--- src/hdl/fhdr_pkg.sv ---
// Constants for the full-speed hub descriptor source
package fhdr_pkg;
    // Descriptor selectors
    typedef enum logic [1:0] {
        FHDR_SEL_DEVICE = 2'b00,
        FHDR_SEL_QUALIFIER = 2'b01,
        FHDR_SEL_ENDPOINT = 2'b10,
        FHDR_SEL_CONFIG_ATTR = 2'b11
    } fhdr_sel_t;

    // Request/answer states
    typedef enum logic [1:0] {
        FHDR_ST_IDLE = 2'b00,
        FHDR_ST_SEND = 2'b01,
        FHDR_ST_DONE = 2'b10
    } fhdr_state_t;

    // Endpoint descriptor fields
    localparam logic [7:0] EP_LEN = 8'h07;
    localparam logic [7:0] EP_TYPE = 8'h05;
    localparam logic [7:0] EP_ADDR = 8'h81;
    localparam logic [7:0] EP_ATTR = 8'h03;
    localparam logic [15:0] EP_MAXPKT = 16'h0001;
    localparam logic [7:0] EP_INTERVAL = 8'hFF;

    // Device descriptor fields
    localparam logic [7:0] DEV_LEN = 8'h12;
    localparam logic [7:0] DEV_TYPE = 8'h01;
    localparam logic [15:0] USB_REL = 16'h0200;
    localparam logic [7:0] HUB_CLASS = 8'h09;
    localparam logic [7:0] HUB_SUBCLASS = 8'h00;
    localparam logic [7:0] DEV_PROTOCOL = 8'h00;
    localparam logic [7:0] EP0_MAXPKT = 8'h40;
    localparam logic [7:0] NUM_CONFIGS = 8'h01;
    localparam logic [7:0] STR_NONE = 8'h00;
    localparam logic [7:0] STR_MANUF = 8'h01;
    localparam logic [7:0] STR_PRODUCT = 8'h02;
    localparam logic [7:0] STR_SERIAL = 8'h03;

    // Qualifier descriptor fields
    localparam logic [7:0] QUAL_LEN = 8'h0A;
    localparam logic [7:0] QUAL_TYPE = 8'h06;
    localparam logic [7:0] PROTO_SINGLE_TT = 8'h01;
    localparam logic [7:0] PROTO_MULTI_TT = 8'h02;
    localparam logic [7:0] QUAL_RESERVED = 8'h00;

    // Configuration attribute byte
    localparam logic [7:0] CFG_ATTR_BUS = 8'hA0;
    localparam logic [7:0] CFG_ATTR_SELF = 8'hE0;
    localparam logic [7:0] CFG_ATTR_LEN = 8'h01;

    // Built-in ID defaults; values arbitrary
    localparam logic [15:0] DEF_VENDOR_ID = 16'h1234;
    localparam logic [15:0] DEF_PRODUCT_ID = 16'h5678;
    localparam logic [15:0] DEF_DEVICE_ID = 16'h0100;
endpackage : fhdr_pkg

--- src/hdl/fhdr_descriptor_rom.sv ---
// Full-speed hub descriptor byte source with a valid/ready/last stream
`timescale 1ns/1ps

module fhdr_descriptor_rom (
    input wire logic ref_clk_in,
    input wire logic rst_in,
    input wire logic fs_mode_in,
    input wire logic string_en_in,
    input wire logic multi_tt_in,
    input wire logic self_power_select_in,
    input wire logic ids_loaded_in,
    input wire logic [15:0] cfg_vendor_id_in,
    input wire logic [15:0] cfg_product_id_in,
    input wire logic [15:0] cfg_device_id_in,
    input wire logic req_valid_in,
    input wire logic [1:0] req_sel_in,
    input wire logic [7:0] req_len_in,
    output logic req_ready_out,
    output logic byte_valid_out,
    output logic [7:0] byte_data_out,
    output logic byte_last_out,
    input wire logic byte_ready_in
);
    // -----------------------------------------------------------
    // State
    // -----------------------------------------------------------
    fhdr_pkg::fhdr_state_t state_r;
    fhdr_pkg::fhdr_sel_t sel_r;
    logic [7:0] idx_r;
    logic [7:0] limit_r;
    logic [7:0] rom_byte;
    logic [7:0] desc_len;
    logic [15:0] vid;
    logic [15:0] pid;
    logic [15:0] did;
    logic [7:0] s_man;
    logic [7:0] s_prod;
    logic [7:0] s_ser;
    logic [7:0] qual_proto;
    logic [7:0] req_limit;
    logic advance;
    logic sending_r;
    logic last_r;
    logic advance_pending_r;

    // -----------------------------------------------------------
    // Field lookup
    // -----------------------------------------------------------
    // Configured field values
    assign vid = ids_loaded_in ? cfg_vendor_id_in : fhdr_pkg::DEF_VENDOR_ID;
    assign pid = ids_loaded_in ? cfg_product_id_in : fhdr_pkg::DEF_PRODUCT_ID;
    assign did = ids_loaded_in ? cfg_device_id_in : fhdr_pkg::DEF_DEVICE_ID;
    assign s_man = string_en_in ? fhdr_pkg::STR_MANUF : fhdr_pkg::STR_NONE;
    assign s_prod = string_en_in ? fhdr_pkg::STR_PRODUCT : fhdr_pkg::STR_NONE;
    assign s_ser = string_en_in ? fhdr_pkg::STR_SERIAL : fhdr_pkg::STR_NONE;
    assign qual_proto = multi_tt_in ? fhdr_pkg::PROTO_MULTI_TT : fhdr_pkg::PROTO_SINGLE_TT;

    // Descriptor byte lookup, low byte of each word first
    always_comb begin
        rom_byte = 8'h00;
        desc_len = 8'h00;
        case (sel_r)
            fhdr_pkg::FHDR_SEL_DEVICE: begin
                desc_len = fhdr_pkg::DEV_LEN;
                case (idx_r)
                    8'h00: rom_byte = fhdr_pkg::DEV_LEN;
                    8'h01: rom_byte = fhdr_pkg::DEV_TYPE;
                    8'h02: rom_byte = fhdr_pkg::USB_REL[7:0];
                    8'h03: rom_byte = fhdr_pkg::USB_REL[15:8];
                    8'h04: rom_byte = fhdr_pkg::HUB_CLASS;
                    8'h05: rom_byte = fhdr_pkg::HUB_SUBCLASS;
                    8'h06: rom_byte = fhdr_pkg::DEV_PROTOCOL;
                    8'h07: rom_byte = fhdr_pkg::EP0_MAXPKT;
                    8'h08: rom_byte = vid[7:0];
                    8'h09: rom_byte = vid[15:8];
                    8'h0A: rom_byte = pid[7:0];
                    8'h0B: rom_byte = pid[15:8];
                    8'h0C: rom_byte = did[7:0];
                    8'h0D: rom_byte = did[15:8];
                    8'h0E: rom_byte = s_man;
                    8'h0F: rom_byte = s_prod;
                    8'h10: rom_byte = s_ser;
                    8'h11: rom_byte = fhdr_pkg::NUM_CONFIGS;
                    default: rom_byte = 8'h00;
                endcase
            end
            fhdr_pkg::FHDR_SEL_QUALIFIER: begin
                desc_len = fhdr_pkg::QUAL_LEN;
                case (idx_r)
                    8'h00: rom_byte = fhdr_pkg::QUAL_LEN;
                    8'h01: rom_byte = fhdr_pkg::QUAL_TYPE;
                    8'h02: rom_byte = fhdr_pkg::USB_REL[7:0];
                    8'h03: rom_byte = fhdr_pkg::USB_REL[15:8];
                    8'h04: rom_byte = fhdr_pkg::HUB_CLASS;
                    8'h05: rom_byte = fhdr_pkg::HUB_SUBCLASS;
                    8'h06: rom_byte = qual_proto;
                    8'h07: rom_byte = fhdr_pkg::EP0_MAXPKT;
                    8'h08: rom_byte = fhdr_pkg::NUM_CONFIGS;
                    8'h09: rom_byte = fhdr_pkg::QUAL_RESERVED;
                    default: rom_byte = 8'h00;
                endcase
            end
            fhdr_pkg::FHDR_SEL_ENDPOINT: begin
                desc_len = fhdr_pkg::EP_LEN;
                case (idx_r)
                    8'h00: rom_byte = fhdr_pkg::EP_LEN;
                    8'h01: rom_byte = fhdr_pkg::EP_TYPE;
                    8'h02: rom_byte = fhdr_pkg::EP_ADDR;
                    8'h03: rom_byte = fhdr_pkg::EP_ATTR;
                    8'h04: rom_byte = fhdr_pkg::EP_MAXPKT[7:0];
                    8'h05: rom_byte = fhdr_pkg::EP_MAXPKT[15:8];
                    8'h06: rom_byte = fhdr_pkg::EP_INTERVAL;
                    default: rom_byte = 8'h00;
                endcase
            end
            default: begin
                desc_len = fhdr_pkg::CFG_ATTR_LEN;
                rom_byte = self_power_select_in ? fhdr_pkg::CFG_ATTR_SELF : fhdr_pkg::CFG_ATTR_BUS;
            end
        endcase
    end

    // Host may ask for fewer bytes than the descriptor holds; zero means all
    always_comb begin
        req_limit = req_len_in;
        if (req_len_in == 8'h00) begin
            req_limit = 8'hFF;
        end
    end

    // Only accept requests while idle and in full-speed enumeration
    assign req_ready_out = (state_r == fhdr_pkg::FHDR_ST_IDLE) && fs_mode_in;
    // Only a beat actually handed over moves the index; a bare ready must not skip a byte
    assign advance = (state_r == fhdr_pkg::FHDR_ST_SEND) && byte_valid_out && byte_ready_in;

    // -----------------------------------------------------------
    // Sequencer
    // -----------------------------------------------------------
    always_ff @(posedge ref_clk_in) begin
        if (rst_in) begin
            state_r <= fhdr_pkg::FHDR_ST_IDLE;
            sel_r <= fhdr_pkg::FHDR_SEL_DEVICE;
            idx_r <= 8'h00;
            limit_r <= 8'h00;
        end else begin
            case (state_r)
                fhdr_pkg::FHDR_ST_IDLE: begin
                    if (req_valid_in && req_ready_out) begin
                        state_r <= fhdr_pkg::FHDR_ST_SEND;
                        sel_r <= fhdr_pkg::fhdr_sel_t'(req_sel_in);
                        idx_r <= 8'h00;
                        limit_r <= req_limit;
                    end
                end
                fhdr_pkg::FHDR_ST_SEND: begin
                    // Offset order, one byte per accepted beat
                    if (advance) begin
                        if (byte_last_out) begin
                            state_r <= fhdr_pkg::FHDR_ST_DONE;
                        end
                        idx_r <= idx_r + 8'h01;
                    end
                end
                fhdr_pkg::FHDR_ST_DONE: begin
                    state_r <= fhdr_pkg::FHDR_ST_IDLE;
                end
                default: begin
                    state_r <= fhdr_pkg::FHDR_ST_IDLE;
                end
            endcase
        end
    end

    // Data outputs registered from the lookup; refreshed every cycle
    always_ff @(posedge ref_clk_in) begin
        if (rst_in) begin
            byte_data_out <= 8'h00;
        end else begin
            byte_data_out <= rom_byte;
        end
    end

    // -----------------------------------------------------------
    // Output stage
    // -----------------------------------------------------------
    // Valid follows the sequencer one cycle late so it lines up with the data flop
    always_ff @(posedge ref_clk_in) begin
        if (rst_in) begin
            sending_r <= 1'b0;
            last_r <= 1'b0;
        end else begin
            sending_r <= (state_r == fhdr_pkg::FHDR_ST_SEND) && !(advance && byte_last_out);
            last_r <= ((idx_r + 8'h01) >= desc_len) || ((idx_r + 8'h01) >= limit_r);
        end
    end

    // Stall advance until the data flop holds the current index
    assign byte_valid_out = sending_r && (state_r == fhdr_pkg::FHDR_ST_SEND) && !advance_pending_r;
    assign byte_last_out = byte_valid_out && last_r;

    // A beat taken moves idx; the next byte is ready two cycles after that beat, after one idle cycle
    always_ff @(posedge ref_clk_in) begin
        if (rst_in) begin
            advance_pending_r <= 1'b0;
        end else begin
            advance_pending_r <= advance && byte_valid_out;
        end
    end
endmodule : fhdr_descriptor_rom

--- config.mk ---
export PLATFORM = sky130hd
export DESIGN_NAME = fhdr_descriptor_rom
export DESIGN_NICKNAME = d
export VERILOG_FILES = /design/src/hdl/fhdr_pkg.sv /design/src/hdl/fhdr_descriptor_rom.sv
export SDC_FILE = /design/constraint.sdc
export NUM_CORES = 1
export LEC_CHECK = 0
export BUFFER_PORTS_ARGS = -buffer_cell sky130_fd_sc_hd__buf_2
export CAP_MARGIN = 20
export CORE_ASPECT_RATIO = 2
export CORE_MARGIN = 2
export CORE_UTILIZATION = 33
export CTS_CLUSTER_DIAMETER = 80
export DETAILED_ROUTE_END_ITERATION = 16
export GPL_TIMING_DRIVEN = 0
export PLACE_DENSITY_LB_ADDON = 0.3
export SLEW_MARGIN = 20
export SYNTH_ARGS = -nofsm -noshare
export SYNTH_HDL_FRONTEND = slang
export SYNTH_SLANG_ARGS = --single-unit
--- constraint.sdc ---
create_clock -name ref_clk_in -period 2.6 [get_ports ref_clk_in]
set_input_delay 0.52 -clock ref_clk_in [delete_from_list [all_inputs] [get_ports ref_clk_in]]
set_output_delay 0.52 -clock ref_clk_in [all_outputs]
set_load 0.005 [all_outputs]
== After elaboration in Yosys (flattened, before gate mapping) ==
Cells that the tools add are included.
W data, S select, Z words.
Operators by class
  $add $sub $neg: 1
  multipliers: 0
  divide/modulo/power cells: 0
  order comparisons: 2
  eq/ne operators: 22
  shift operators: 0
  mux-type cells: 21
  bitwise logic cells: 0
  reductions and logical operators: 22
Operators by type and width (count)
  $pmux W8 S14: 1
  $eq A8 B4 Y1 const B: 8
  $pmux W7 S7: 1
  $mux W16: 3
  $pmux W8 S6: 1
  $eq A8 B3 Y1 const B: 3
  $mux W8: 3
  $pmux W8 S3: 1
  $eq A8 B2 Y1 const B: 2
  $eq A8 B5 Y1 const B: 2
  $ge A8 B8 Y1: 2
  $logic_not A8 Y1: 2
  $pmux W8 S2: 1
  $pmux W5 S3: 1
  $mux W2: 6
  $logic_and A1 B1 Y1: 10
  $add A8 B1 Y8 const B: 1
  $eq A8 B1 Y1 const B: 1
  $mux W7: 1
  $reduce_and A3 Y1: 2
  $eq A2 B1 Y1 const B: 2
  $logic_not A2 Y1: 2
  $ne A2 B2 Y1 const B: 2
  $pmux W2 S2: 1
  8 further kinds: 9
Word-level totals
  bits in registers: 31
  bits in latches: 0
  memory bits (writable): 0
  bits in read-only memories: 0
  bits of input ports: 67
  output and inout bits: 11
  word-level logic and storage cells: 76
  memories: 0

== Longest topological paths before layout ==
Gate-level depths: netlist of the first run.
  depth in word-level cells: 8
  gate-level depth with buffers: 10
  mapped depth without buffers: 9

== Worst setup path after synthesis of the first run ==
Ideal clock, no wire load.
  path kind: register to register
  start: register idx_r[0]
  end: register last_r
  library setup time: 130 ps
  arrival time: 2097 ps
  required time: 2470 ps
  slack: 372 ps
  cell stages (with the launch flop): 11
  path buffers: 2
  period minus slack after synthesis: 2228 ps
  cells stage by stage: dfxtp_1 -> ha_1 -> buf_2 -> clkbuf_1 -> nand3_1 -> xnor2_1 -> ha_1 -> nor2b_1 -> o21ai_0 -> o31a_1 -> a31oi_1
Between the ends
  longest elaborated chain between the ends: 3
  elaborated cells between the ends (all ways): 4
  those cells by class: add/sub: 1; order compare: 2; reduce/logical: 1
RTL lines
  start: declaration: RTL line fhdr_descriptor_rom.sv:29  | logic [7:0] idx_r;
  start signal: assignment: RTL line fhdr_descriptor_rom.sv:161  | idx_r <= idx_r + 8'h01;
  $add A8 B1 Y8 *: RTL line fhdr_descriptor_rom.sv:193  | last_r <= ((idx_r + 8'h01) >= desc_len) || ((idx_r + 8'h01) >= limit_r);
  $ge A8 B8 Y1: RTL line fhdr_descriptor_rom.sv:193
  $logic_or A1 B1 Y1 *: RTL line fhdr_descriptor_rom.sv:193
  end signal: assignment: RTL line fhdr_descriptor_rom.sv:193
  end: declaration: RTL line fhdr_descriptor_rom.sv:43  | logic last_r;
Mark *: on every way between the ends. The rest lies on a longest branch, timed or not.
A chain may end at the register's enable or synchronous reset.

== Worst setup path after layout of the first run ==
Same ends and word-level chain as after synthesis.

==> results.py, run 1 <==
metrics = {
    "outcome": {
        "status": "finished clean",
    },
    "critical_path": {
        "rr_startpoint": "idx_r[0]",
        "worst_setup_path_end_kind": "flop",
        "path_max_fanout": 10,
        "max_stage_delay_ns": 0.45,
        "path_cells": "ha_1 -> buf_2 -> buf_4 -> nand3_1 -> xnor2_1 -> ha_1 -> nor2b_1 -> o21ai_0 -> o31a_1 -> a31oi_1",
        "start_kind": "flop",
        "crit_top_cell": "ha_1",
        "reg2reg_setup_slack_ns": 0.12,
        "arrival_ns": 2.62,
        "critPathKind": "reg2reg",
        "crit_slowest_cell": "dfxtp_2",
        "rr_worst_depth": 10,
        "rr_endpoint": "last_r",
        "required_ns": 2.73,
    },
    "power": {
        "powerDensity_nw_per_um2": 434.4,
        "pwr-share-comb": 0.130,
        "intPower_mw": 1.059,
        "switchingPower_uw": 308.3,
        "p_clk_frac": 0.498,
        "vdd_drop_max_uv": 287.7,
        "swShare": 0.2255,
        "leakage_nw": 1.425,
        "p_seq_frac": 0.372,
        "power_mw": 1.367,
    },
    "global_route": {
        "antenna_found_initial": 0,
        "grt_pass1_vias": 2793,
        "grt_use_total": 0.2087,
        "grt_first_pass_wirelength_um": 13210,
        "gr-total-overflow": 0,
        "grt_max_degree": 11,
    },
    "detailed_routing": {
        "drt_first_pass_iters": 4,
        "vias_per_cell": 5.630,
        "dr_total_vias": 2787,
        "wirelength_um": 8425,
        "dr.first_iter.drc_count": 218,
        "drc": 0,
        "ant_nets": 0,
        "wl_per_cell_um": 17.02,
    },
    "sta": {
        "period_share": 0.9556,
        "min_period_ns": 2.485,
        "drv_slew": 0,
        "fmax_mhz": 402.5,
        "rsz0062_at_grt": "no",
        "relSlewSlack": 0.5484,
        "worst_slew_pin_slew_ns": 0.6718,
        "finClkSkew_ns": 0.001236,
        "setup_viol": 0,
        "final_hold_viol_count": 0,
    },
    "worst_hold_path": {
        "hold_path.class": "reg2reg",
        "worstHoldStart": "last_r",
        "min_path_cells": 2,
        "holdPathEnd": "state_r[1]",
    },
    "synthesis": {
        "yosysMostFrequentCell": "dfxtp_1",
        "syn_area_um2": 2465,
        "synthArstFlopShare": 0,
        "synth-edff-count": 0,
        "synth_top_area_cell": "dfxtp_1",
        "synth_area_leaders": "dfxtp_1, ha_1, o21ai_0, a21oi_1, nor2_1",
        "syn_inst": 319,
        "yosysSeqAreaShare": 0.2518,
        "synth_cell_types": 59,
        "syn_area_per_cell_um2": 7.727,
        "synth_top_area_frac": 0.2518,
        "synth_common_cells": "dfxtp_1, o21ai_0, nor2_1",
        "syn-num-nets": 403,
        "ys_ff_latch": 31,
        "synth_ff_type": "dfxtp_1",
        "yosysWarnings": 0,
    },
    "finish": {
        "final_cell_count_no_fill": 495,
        "syn2layout_area_growth_pct": 27.67,
        "final_nets": 486,
        "layout-drive-gt1-share": 0.3102,
        "diodes": 0,
    },
    "cts": {
        "cts_root_buffer": "clkbuf_16",
        "clk_latency_ns": 0.28,
        "max-clock-path-buffers": 2,
        "cts_max_level": 2,
        "clk_pin_slew_ns": 0.05,
        "hold_buffers": 0,
        "cts_buffers": 5,
        "cts.sinks": 31,
        "cts_setup_buffers": 0,
        "cts_tree": "done",
        "cts_resized": 3,
    },
    "floorplanning": {
        "num_io_pins": 78,
        "core-area_um2": 7267,
        "initial_utilization": 0.3392,
        "dieArea_um2": 8218,
        "die_h_um": 126.2,
        "row_count": 44,
        "die_w_um": 65.11,
    },
    "placed_design": {
        "dp_cells": 487,
        "hpwlAfterDp_um": 6639,
        "gp_congestion": 0.9350,
        "port_buffers": 76,
    },
    "job": {
        "cap_violations": 0,
    },
}
state kept, by name (all words and copies together), names as in the netlist:
register / cells
advance_pending_r: 1
byte_data_out: 8
idx_r: 8
last_r: 1
limit_r: 8
sel_r: 2
sending_r: 1
state_r: 2
worst max path at each step:
stage	start	end	slack, ns	depth (start not counted)
final	idx_r[0]	last_r	0.12	10
after CTS	idx_r[0]	last_r	0.06	10
after floorplan	idx_r[0]	last_r	0.37	10
after global placement	idx_r[0]	last_r	-0.28	10
after global routing	idx_r[0]	last_r	0.01	10
after detailed placement	idx_r[0]	last_r	-0.29	10
placed cells by master, fill, tap and decap left out, types with 3 or more instances in the layout:
cell and count:
a211oi_1 5, a21oi_1 21, a22o_1 3, a22oi_1 11
a31oi_1 7, and2_1 3, and3_1 4, buf_2 86
buf_4 3, clkbuf_1 9, clkbuf_16 5, dfxtp_1 29
ha_1 17, inv_1 14, mux2i_1 3, nand2_1 17
nand2b_1 3, nand3_1 15, nand4_1 4, nand4b_1 3
nor2_1 27, nor2b_1 10, nor3_1 7, nor3b_1 3
nor4_1 6, o21ai_0 29, o221a_2 8, o22ai_1 5
xnor2_1 3, xor2_1 3
stage by stage:
step | setup TNS [ns] | cell area, um^2 | hold slack [ns] | worst slack [ns] | util
global placement | -0.3005 | 2960 | 0.4695 | -0.2761 | 0.4074
CTS | 0 | 3139 | 0.4786 | 0.06031 | 0.4320
global route | 0 | 3147 | 0.4914 | 0.01166 | 0.4330
floorplan | 0 | 2465 | 0.4235 | 0.3724 | -
detailed placement | -0.3523 | 2960 | 0.4772 | -0.2936 | 0.4074
finish | 0 | 3147 | 0.4723 | 0.1153 | 0.4330
kinds of logic (layout without fill, tap and decap cells):
group	Yosys count	in the layout	synth area share
adders and majority gates	17	17	0.08629
DFF	31	31	0.2518
xor gates and xnor gates	6	6	0.02132
buffers and inverters	40	124	0.07512
muxes	4	4	0.01675
AOI/OAI and AO/OA	107	107	0.2975
and+or+nand+nor	114	114	0.2513
per-layer routing:
metal / track usage / up-vias / share of wire
li1: - / 1358 / -
met2: 0.3978 / 98 / 0.55
met5: 0 / - / 0
met3: 0.02768 / 21 / 0.044
met1: 0.1976 / 1310 / 0.36
met4: 0.1385 / 0 / 0.046
power groups by stage:
stage / Sequential [mW] / Clock [mW] / Combinational, mW
CTS: 0.509 / 0.692 / 0.178
floorplan: 0.515 / 0 / 0.0907
global placement: 0.518 / 0 / 0.173
global route: 0.511 / 0.711 / 0.198
finish: 0.509 / 0.681 / 0.178
detailed placement: 0.519 / 0 / 0.177
cell type report:
type / instances / area (um^2)
clock buffers: 6 / 138.9
repair buffers: 76 / 380.4
multi-input cells: 248 / 1665
inverters: 15 / 56.30
clock inverters: 2 / 35.03
well taps: 92 / 115.1
plain buffers: 25 / 132.6
flip-flops and latches: 31 / 623.1
fillers: 797 / 4120
worst max-delay path: cells and delay by family (launching register included):
kind / cells / cell delay [ns]
buffers and inverters: 2 / 0.46
adders and majority gates: 2 / 0.49
and+or+nand+nor: 2 / 0.25
AOI/OAI and AO/OA: 3 / 0.43
xor gates and xnor gates: 1 / 0.24
DFF: 1 / 0.45
Note: power is estimated with default switching activity, not from simulation.
==> inputs of run 2 (changes only) <==
--- a/config.mk
+++ b/config.mk
@@ -9,11 +9,12 @@
 export CAP_MARGIN = 20
 export CORE_ASPECT_RATIO = 2
 export CORE_MARGIN = 2
-export CORE_UTILIZATION = 33
+export CORE_UTILIZATION = 40
 export CTS_CLUSTER_DIAMETER = 80
 export DETAILED_ROUTE_END_ITERATION = 16
 export GPL_TIMING_DRIVEN = 0
 export PLACE_DENSITY_LB_ADDON = 0.3
+export SETUP_SLACK_MARGIN = 0.3
 export SLEW_MARGIN = 20
 export SYNTH_ARGS = -nofsm -noshare
 export SYNTH_HDL_FRONTEND = slang
==> results.py, run 2 (synthesis results as in run 1) <==
metrics = {
    "placed_design": {
        "dpl_worst_slack_ns": -0.2427,
        "port_buffers": 76,
        "hpwlAfterDp_um": 6445,
        "gp_congestion": 0.9530,
    },
    "sta": {
        "holdWs_ns": 0.4682,
        "drv_slew": 0,
        "worst_slew_pin_slew_ns": 0.6129,
        "fmax_mhz": 429.0,
        "setup-tns-final_ns": 0,
        "finClkSkew_ns": 0.003940,
        "period_share": 0.8966,
        "final_hold_viol_count": 0,
        "relSlewSlack": 0.5880,
        "setup_slack_ns": 0.2688,
        "min_period_ns": 2.331,
        "rsz0062_at_grt": "yes",
        "setup_viol": 0,
    },
    "global_route": {
        "grt_pass1_vias": 2811,
        "gr-total-overflow": 0,
        "antenna_found_initial": 0,
        "grt_max_degree": 11,
        "grt_use_total": 0.2509,
        "grt_first_pass_wirelength_um": 13150,
    },
    "job": {
        "cap_violations": 0,
    },
    "critical_path": {
        "required_ns": 2.74,
        "critPathKind": "reg2reg",
        "path_max_fanout": 10,
        "arrival_ns": 2.47,
        "worst_setup_path_end_kind": "flop",
        "start_kind": "flop",
    },
    "floorplanning": {
        "initial_utilization": 0.4104,
        "row_count": 40,
        "dieArea_um2": 6844,
        "num_io_pins": 78,
        "core-area_um2": 6006,
        "die_h_um": 115.0,
        "die_w_um": 59.51,
    },
    "finish": {
        "final_nets": 489,
        "diodes": 0,
        "final_cell_mix": "buf_2, o21ai_0, dfxtp_1, nor2_1, a21oi_1",
        "syn2layout_area_growth_pct": 31.17,
        "layout_commonest_cell": "buf_2",
        "reg_top3": "byte_data_out: 8 flops, idx_r: 8 flops, limit_r: 8 flops",
        "layout-drive-gt1-share": 0.3448,
    },
    "power": {
        "leakage_nw": 1.466,
        "power_mw": 1.381,
        "powerDensity_nw_per_um2": 427.2,
        "vdd_drop_max_uv": 444.9,
    },
    "outcome": {
        "status": "finished clean",
    },
    "detailed_routing": {
        "drc": 0,
        "wirelength_um": 8473,
        "vias_per_cell": 6.019,
        "ant_nets": 0,
        "dr_total_vias": 2823,
        "wl_per_cell_um": 18.07,
        "dr.first_iter.drc_count": 173,
        "drt_first_pass_iters": 4,
    },
    "cts": {
        "cts_max_level": 2,
        "cts_tree": "done",
        "cts_root_buffer": "clkbuf_16",
        "clk_pin_slew_ns": 0.05,
        "cts.sinks": 31,
        "cts_buffers": 5,
        "max-clock-path-buffers": 2,
        "clk_latency_ns": 0.28,
    },
    "worst_hold_path": {
        "hold_path.class": "reg2reg",
    },
}
## run 2: power by group
| part | internal [mW] | switching [mW] | total, mW |
|---|---|---|---|
| Clock | 0.476 | 0.214 | 0.690 |
| Combinational | 0.0907 | 0.0937 | 0.184 |
| Sequential | 0.495 | 0.0127 | 0.507 |
## run 2: what timing repair did
item                       4_1_cts  5_1_grt
setup endpoints to repair        5        6
gates resized for setup         14       17
hold buffers                     0        0
buffers inserted                 0        3
pin swaps                        0        2
## run 2: cell type report
type	instances	area [um^2]
multi-input cells	248	1733
inverters	15	56.30
clock inverters	2	35.03
clock buffers	6	138.9
plain buffers	25	163.9
repair buffers	79	400.4
fillers	589	2773
well taps	63	78.83
flip-flops and latches	31	626.9
## run 2: per-stage QoR
step	instance area, um^2	instances	util
2_1_floorplan	2465	319	-
3_3_place_gp	2924	458	0.4869
3_5_place_dp	2924	458	0.4869
4_1_cts	3144	466	0.5235
5_1_grt	3233	469	0.5383
6_report	3233	469	0.5383
## run 2: final timing paths
path / startpoint / end / slack [ns] / cells after the start
min reg2reg: last_r / state_r[1] / 0.47 / 2
max reg2reg: idx_r[3] / last_r / 0.27 / 10
min: last_r / state_r[1] / 0.47 / 2
max: idx_r[3] / last_r / 0.27 / 10
## run 2: critical path: stages, from the launching register on
cell and delay (ns):
dfxtp_1 0.38, clkbuf_4 0.22, and3_1 0.22, and3_4 0.24, xor2_2 0.17, ha_1 0.27
a21oi_1 0.18, nor2b_1 0.07, o21ai_1 0.14, o31a_1 0.19, a31oi_2 0.11
## run 2: routing by layer
metal	GRT usage	wire, um	vias up
met5	0	0	-
met4	0.1630	537	0
met3	0.04049	378	37
met2	0.4711	4654	121
met1	0.2355	2903	1313
li1	-	-	1352
==> inputs of run 3 (changes only) <==
--- a/config.mk
+++ b/config.mk
@@ -13,7 +13,8 @@
 export CTS_CLUSTER_DIAMETER = 80
 export DETAILED_ROUTE_END_ITERATION = 16
 export GPL_TIMING_DRIVEN = 0
-export PLACE_DENSITY_LB_ADDON = 0.3
+export MAX_ROUTING_LAYER = met4
+export PLACE_DENSITY = 0.72
 export SETUP_SLACK_MARGIN = 0.3
 export SLEW_MARGIN = 20
 export SYNTH_ARGS = -nofsm -noshare
==> results.py, run 3 (synthesis results as in run 1) <==
metrics = {
    "outcome": {
        "status": "finished clean",
    },
    "detailed_routing": {
        "vias_per_cell": 6.086,
        "wl_per_cell_um": 17.48,
        "dr.first_iter.drc_count": 219,
        "dr_total_vias": 2836,
        "drt_first_pass_iters": 5,
        "wirelength_um": 8144,
        "ant_nets": 0,
        "drc": 0,
    },
    "critical_path": {
        "required_ns": 2.74,
        "arrival_ns": 2.45,
        "rr_worst_depth": 10,
        "start_kind": "flop",
        "critPathKind": "reg2reg",
        "crit_top_cell": "buf_4",
        "path_max_fanout": 10,
        "path_cells": "buf_4 -> buf_2 -> buf_4 -> xor2_2 -> ha_1 -> o21ai_0 -> a21oi_1 -> nor3_1 -> o31a_1 -> a31oi_2",
        "crit_slowest_cell": "dfxtp_1",
        "max_stage_delay_ns": 0.38,
        "worst_setup_path_end_kind": "flop",
    },
    "sta": {
        "fmax_mhz": 433.0,
        "relSlewSlack": 0.5769,
        "drv_slew": 0,
        "finClkSkew_ns": 0.005279,
        "rsz0062_at_grt": "yes",
        "setup_viol": 0,
        "period_share": 0.8882,
        "min_period_ns": 2.309,
        "holdWs_ns": 0.4626,
        "worst_slew_pin_slew_ns": 0.6294,
        "final_hold_viol_count": 0,
    },
    "cts": {
        "cts_max_level": 2,
        "clk_pin_slew_ns": 0.05,
        "cts_root_buffer": "clkbuf_16",
        "hold_buffers": 0,
        "cts_tree": "done",
        "clk_latency_ns": 0.28,
        "cts.sinks": 31,
        "cts_setup_buffers": 0,
        "cts_buffers": 5,
        "max-clock-path-buffers": 2,
    },
    "power": {
        "leakage_nw": 1.438,
        "powerDensity_nw_per_um2": 413.3,
        "vdd_drop_max_uv": 543.2,
        "power_mw": 1.312,
    },
    "job": {
        "cap_violations": 0,
    },
    "finish": {
        "final_cell_mix": "buf_2, o21ai_0, dfxtp_1, nor2_1, a21oi_1",
        "final_nets": 486,
        "final_cell_count_no_fill": 466,
        "syn2layout_area_growth_pct": 28.78,
        "reg_top3": "byte_data_out: 8 flops, idx_r: 8 flops, limit_r: 8 flops",
        "layout-drive-gt1-share": 0.3375,
        "layout_commonest_cell": "buf_2",
        "diodes": 0,
    },
    "global_route": {
        "met1_usage": 0.2314,
        "grtUsageMet3": 0.04049,
        "antenna_found_initial": 0,
        "grt_max_degree": 11,
        "grt_pass1_vias": 2631,
        "grt_use_total": 0.2474,
        "grt_busiest_layer": "met2",
        "gr-total-overflow": 0,
        "grt_first_pass_wirelength_um": 12500,
        "grt_util_met2": 0.4513,
    },
    "placed_design": {
        "port_buffers": 76,
        "hpwlAfterDp_um": 6414,
        "dp_cells": 458,
        "gp_congestion": 1.012,
    },
    "floorplanning": {
        "core-area_um2": 6006,
        "die_w_um": 59.51,
        "num_io_pins": 78,
        "die_h_um": 115.0,
        "initial_utilization": 0.4104,
        "row_count": 40,
        "dieArea_um2": 6844,
    },
    "worst_hold_path": {
        "min_path_cells": 2,
        "hold_path.class": "reg2reg",
    },
}
[run 3: final cells by class]
class | instances | area (um^2)
fill | 598 | 2831
multi-input combinational | 248 | 1724
sequential | 31 | 626.9
timing repair buffer | 76 | 380.4
clock buffer | 7 | 152.6
buffer | 25 | 147.6
tap | 63 | 78.83
inverter | 15 | 56.30
clock inverter | 1 | 7.507
[run 3: layer usage]
layer  wire, um  vias up
met2       4618      128
met5          0        -
met4        331        0
met1       2773     1330
met3        420       25
li1           -     1353
[run 3: final timing paths]
path | startpoint | to | slack, ns
worst max-delay path | idx_r[2] | last_r | 0.29
worst min-delay path | last_r | state_r[1] | 0.46
worst max register to register | idx_r[2] | last_r | 0.29
worst min register to register | last_r | state_r[1] | 0.46
[run 3: metrics by stage]
stage                     setup TNS, ns  setup WS, ns  area, um^2  utilization
after floorplan                       0        0.3724        2465            -
after global placement          -0.2170       -0.2170        2924       0.4869
final                                 0        0.2907        3174       0.5285
after global routing                  0        0.2025        3174       0.5285
after detailed placement        -0.2434       -0.2329        2924       0.4869
after CTS                             0        0.2772        3120       0.5196
[run 3: what timing repair did]
| action | in CTS | in global routing |
|---|---|---|
| pin swaps | 0 | 2 |
| endpoints found under the setup margin | 6 | 6 |
| gates resized for setup | 12 | 11 |
[run 3: report_power, final]
group          switching, mW  internal, mW  leakage, nW  total, mW
sequential            0.0127         0.495        0.255      0.507
combinational         0.0909        0.0898         1.11      0.181
clock                  0.217         0.407       0.0761      0.624
total                  0.321         0.991         1.44       1.31
[run 3: worst max-delay path, delay by kind of cell, from the launching register on]
kind	cells	cell delay (ns)
flip-flops	1	0.38
adder cells (fa/ha/maj)	1	0.25
XOR/XNOR	1	0.20
AO/OA/AOI/OAI	4	0.41
buffers and inverters	3	0.70
AND/OR/NAND/NOR	1	0.22
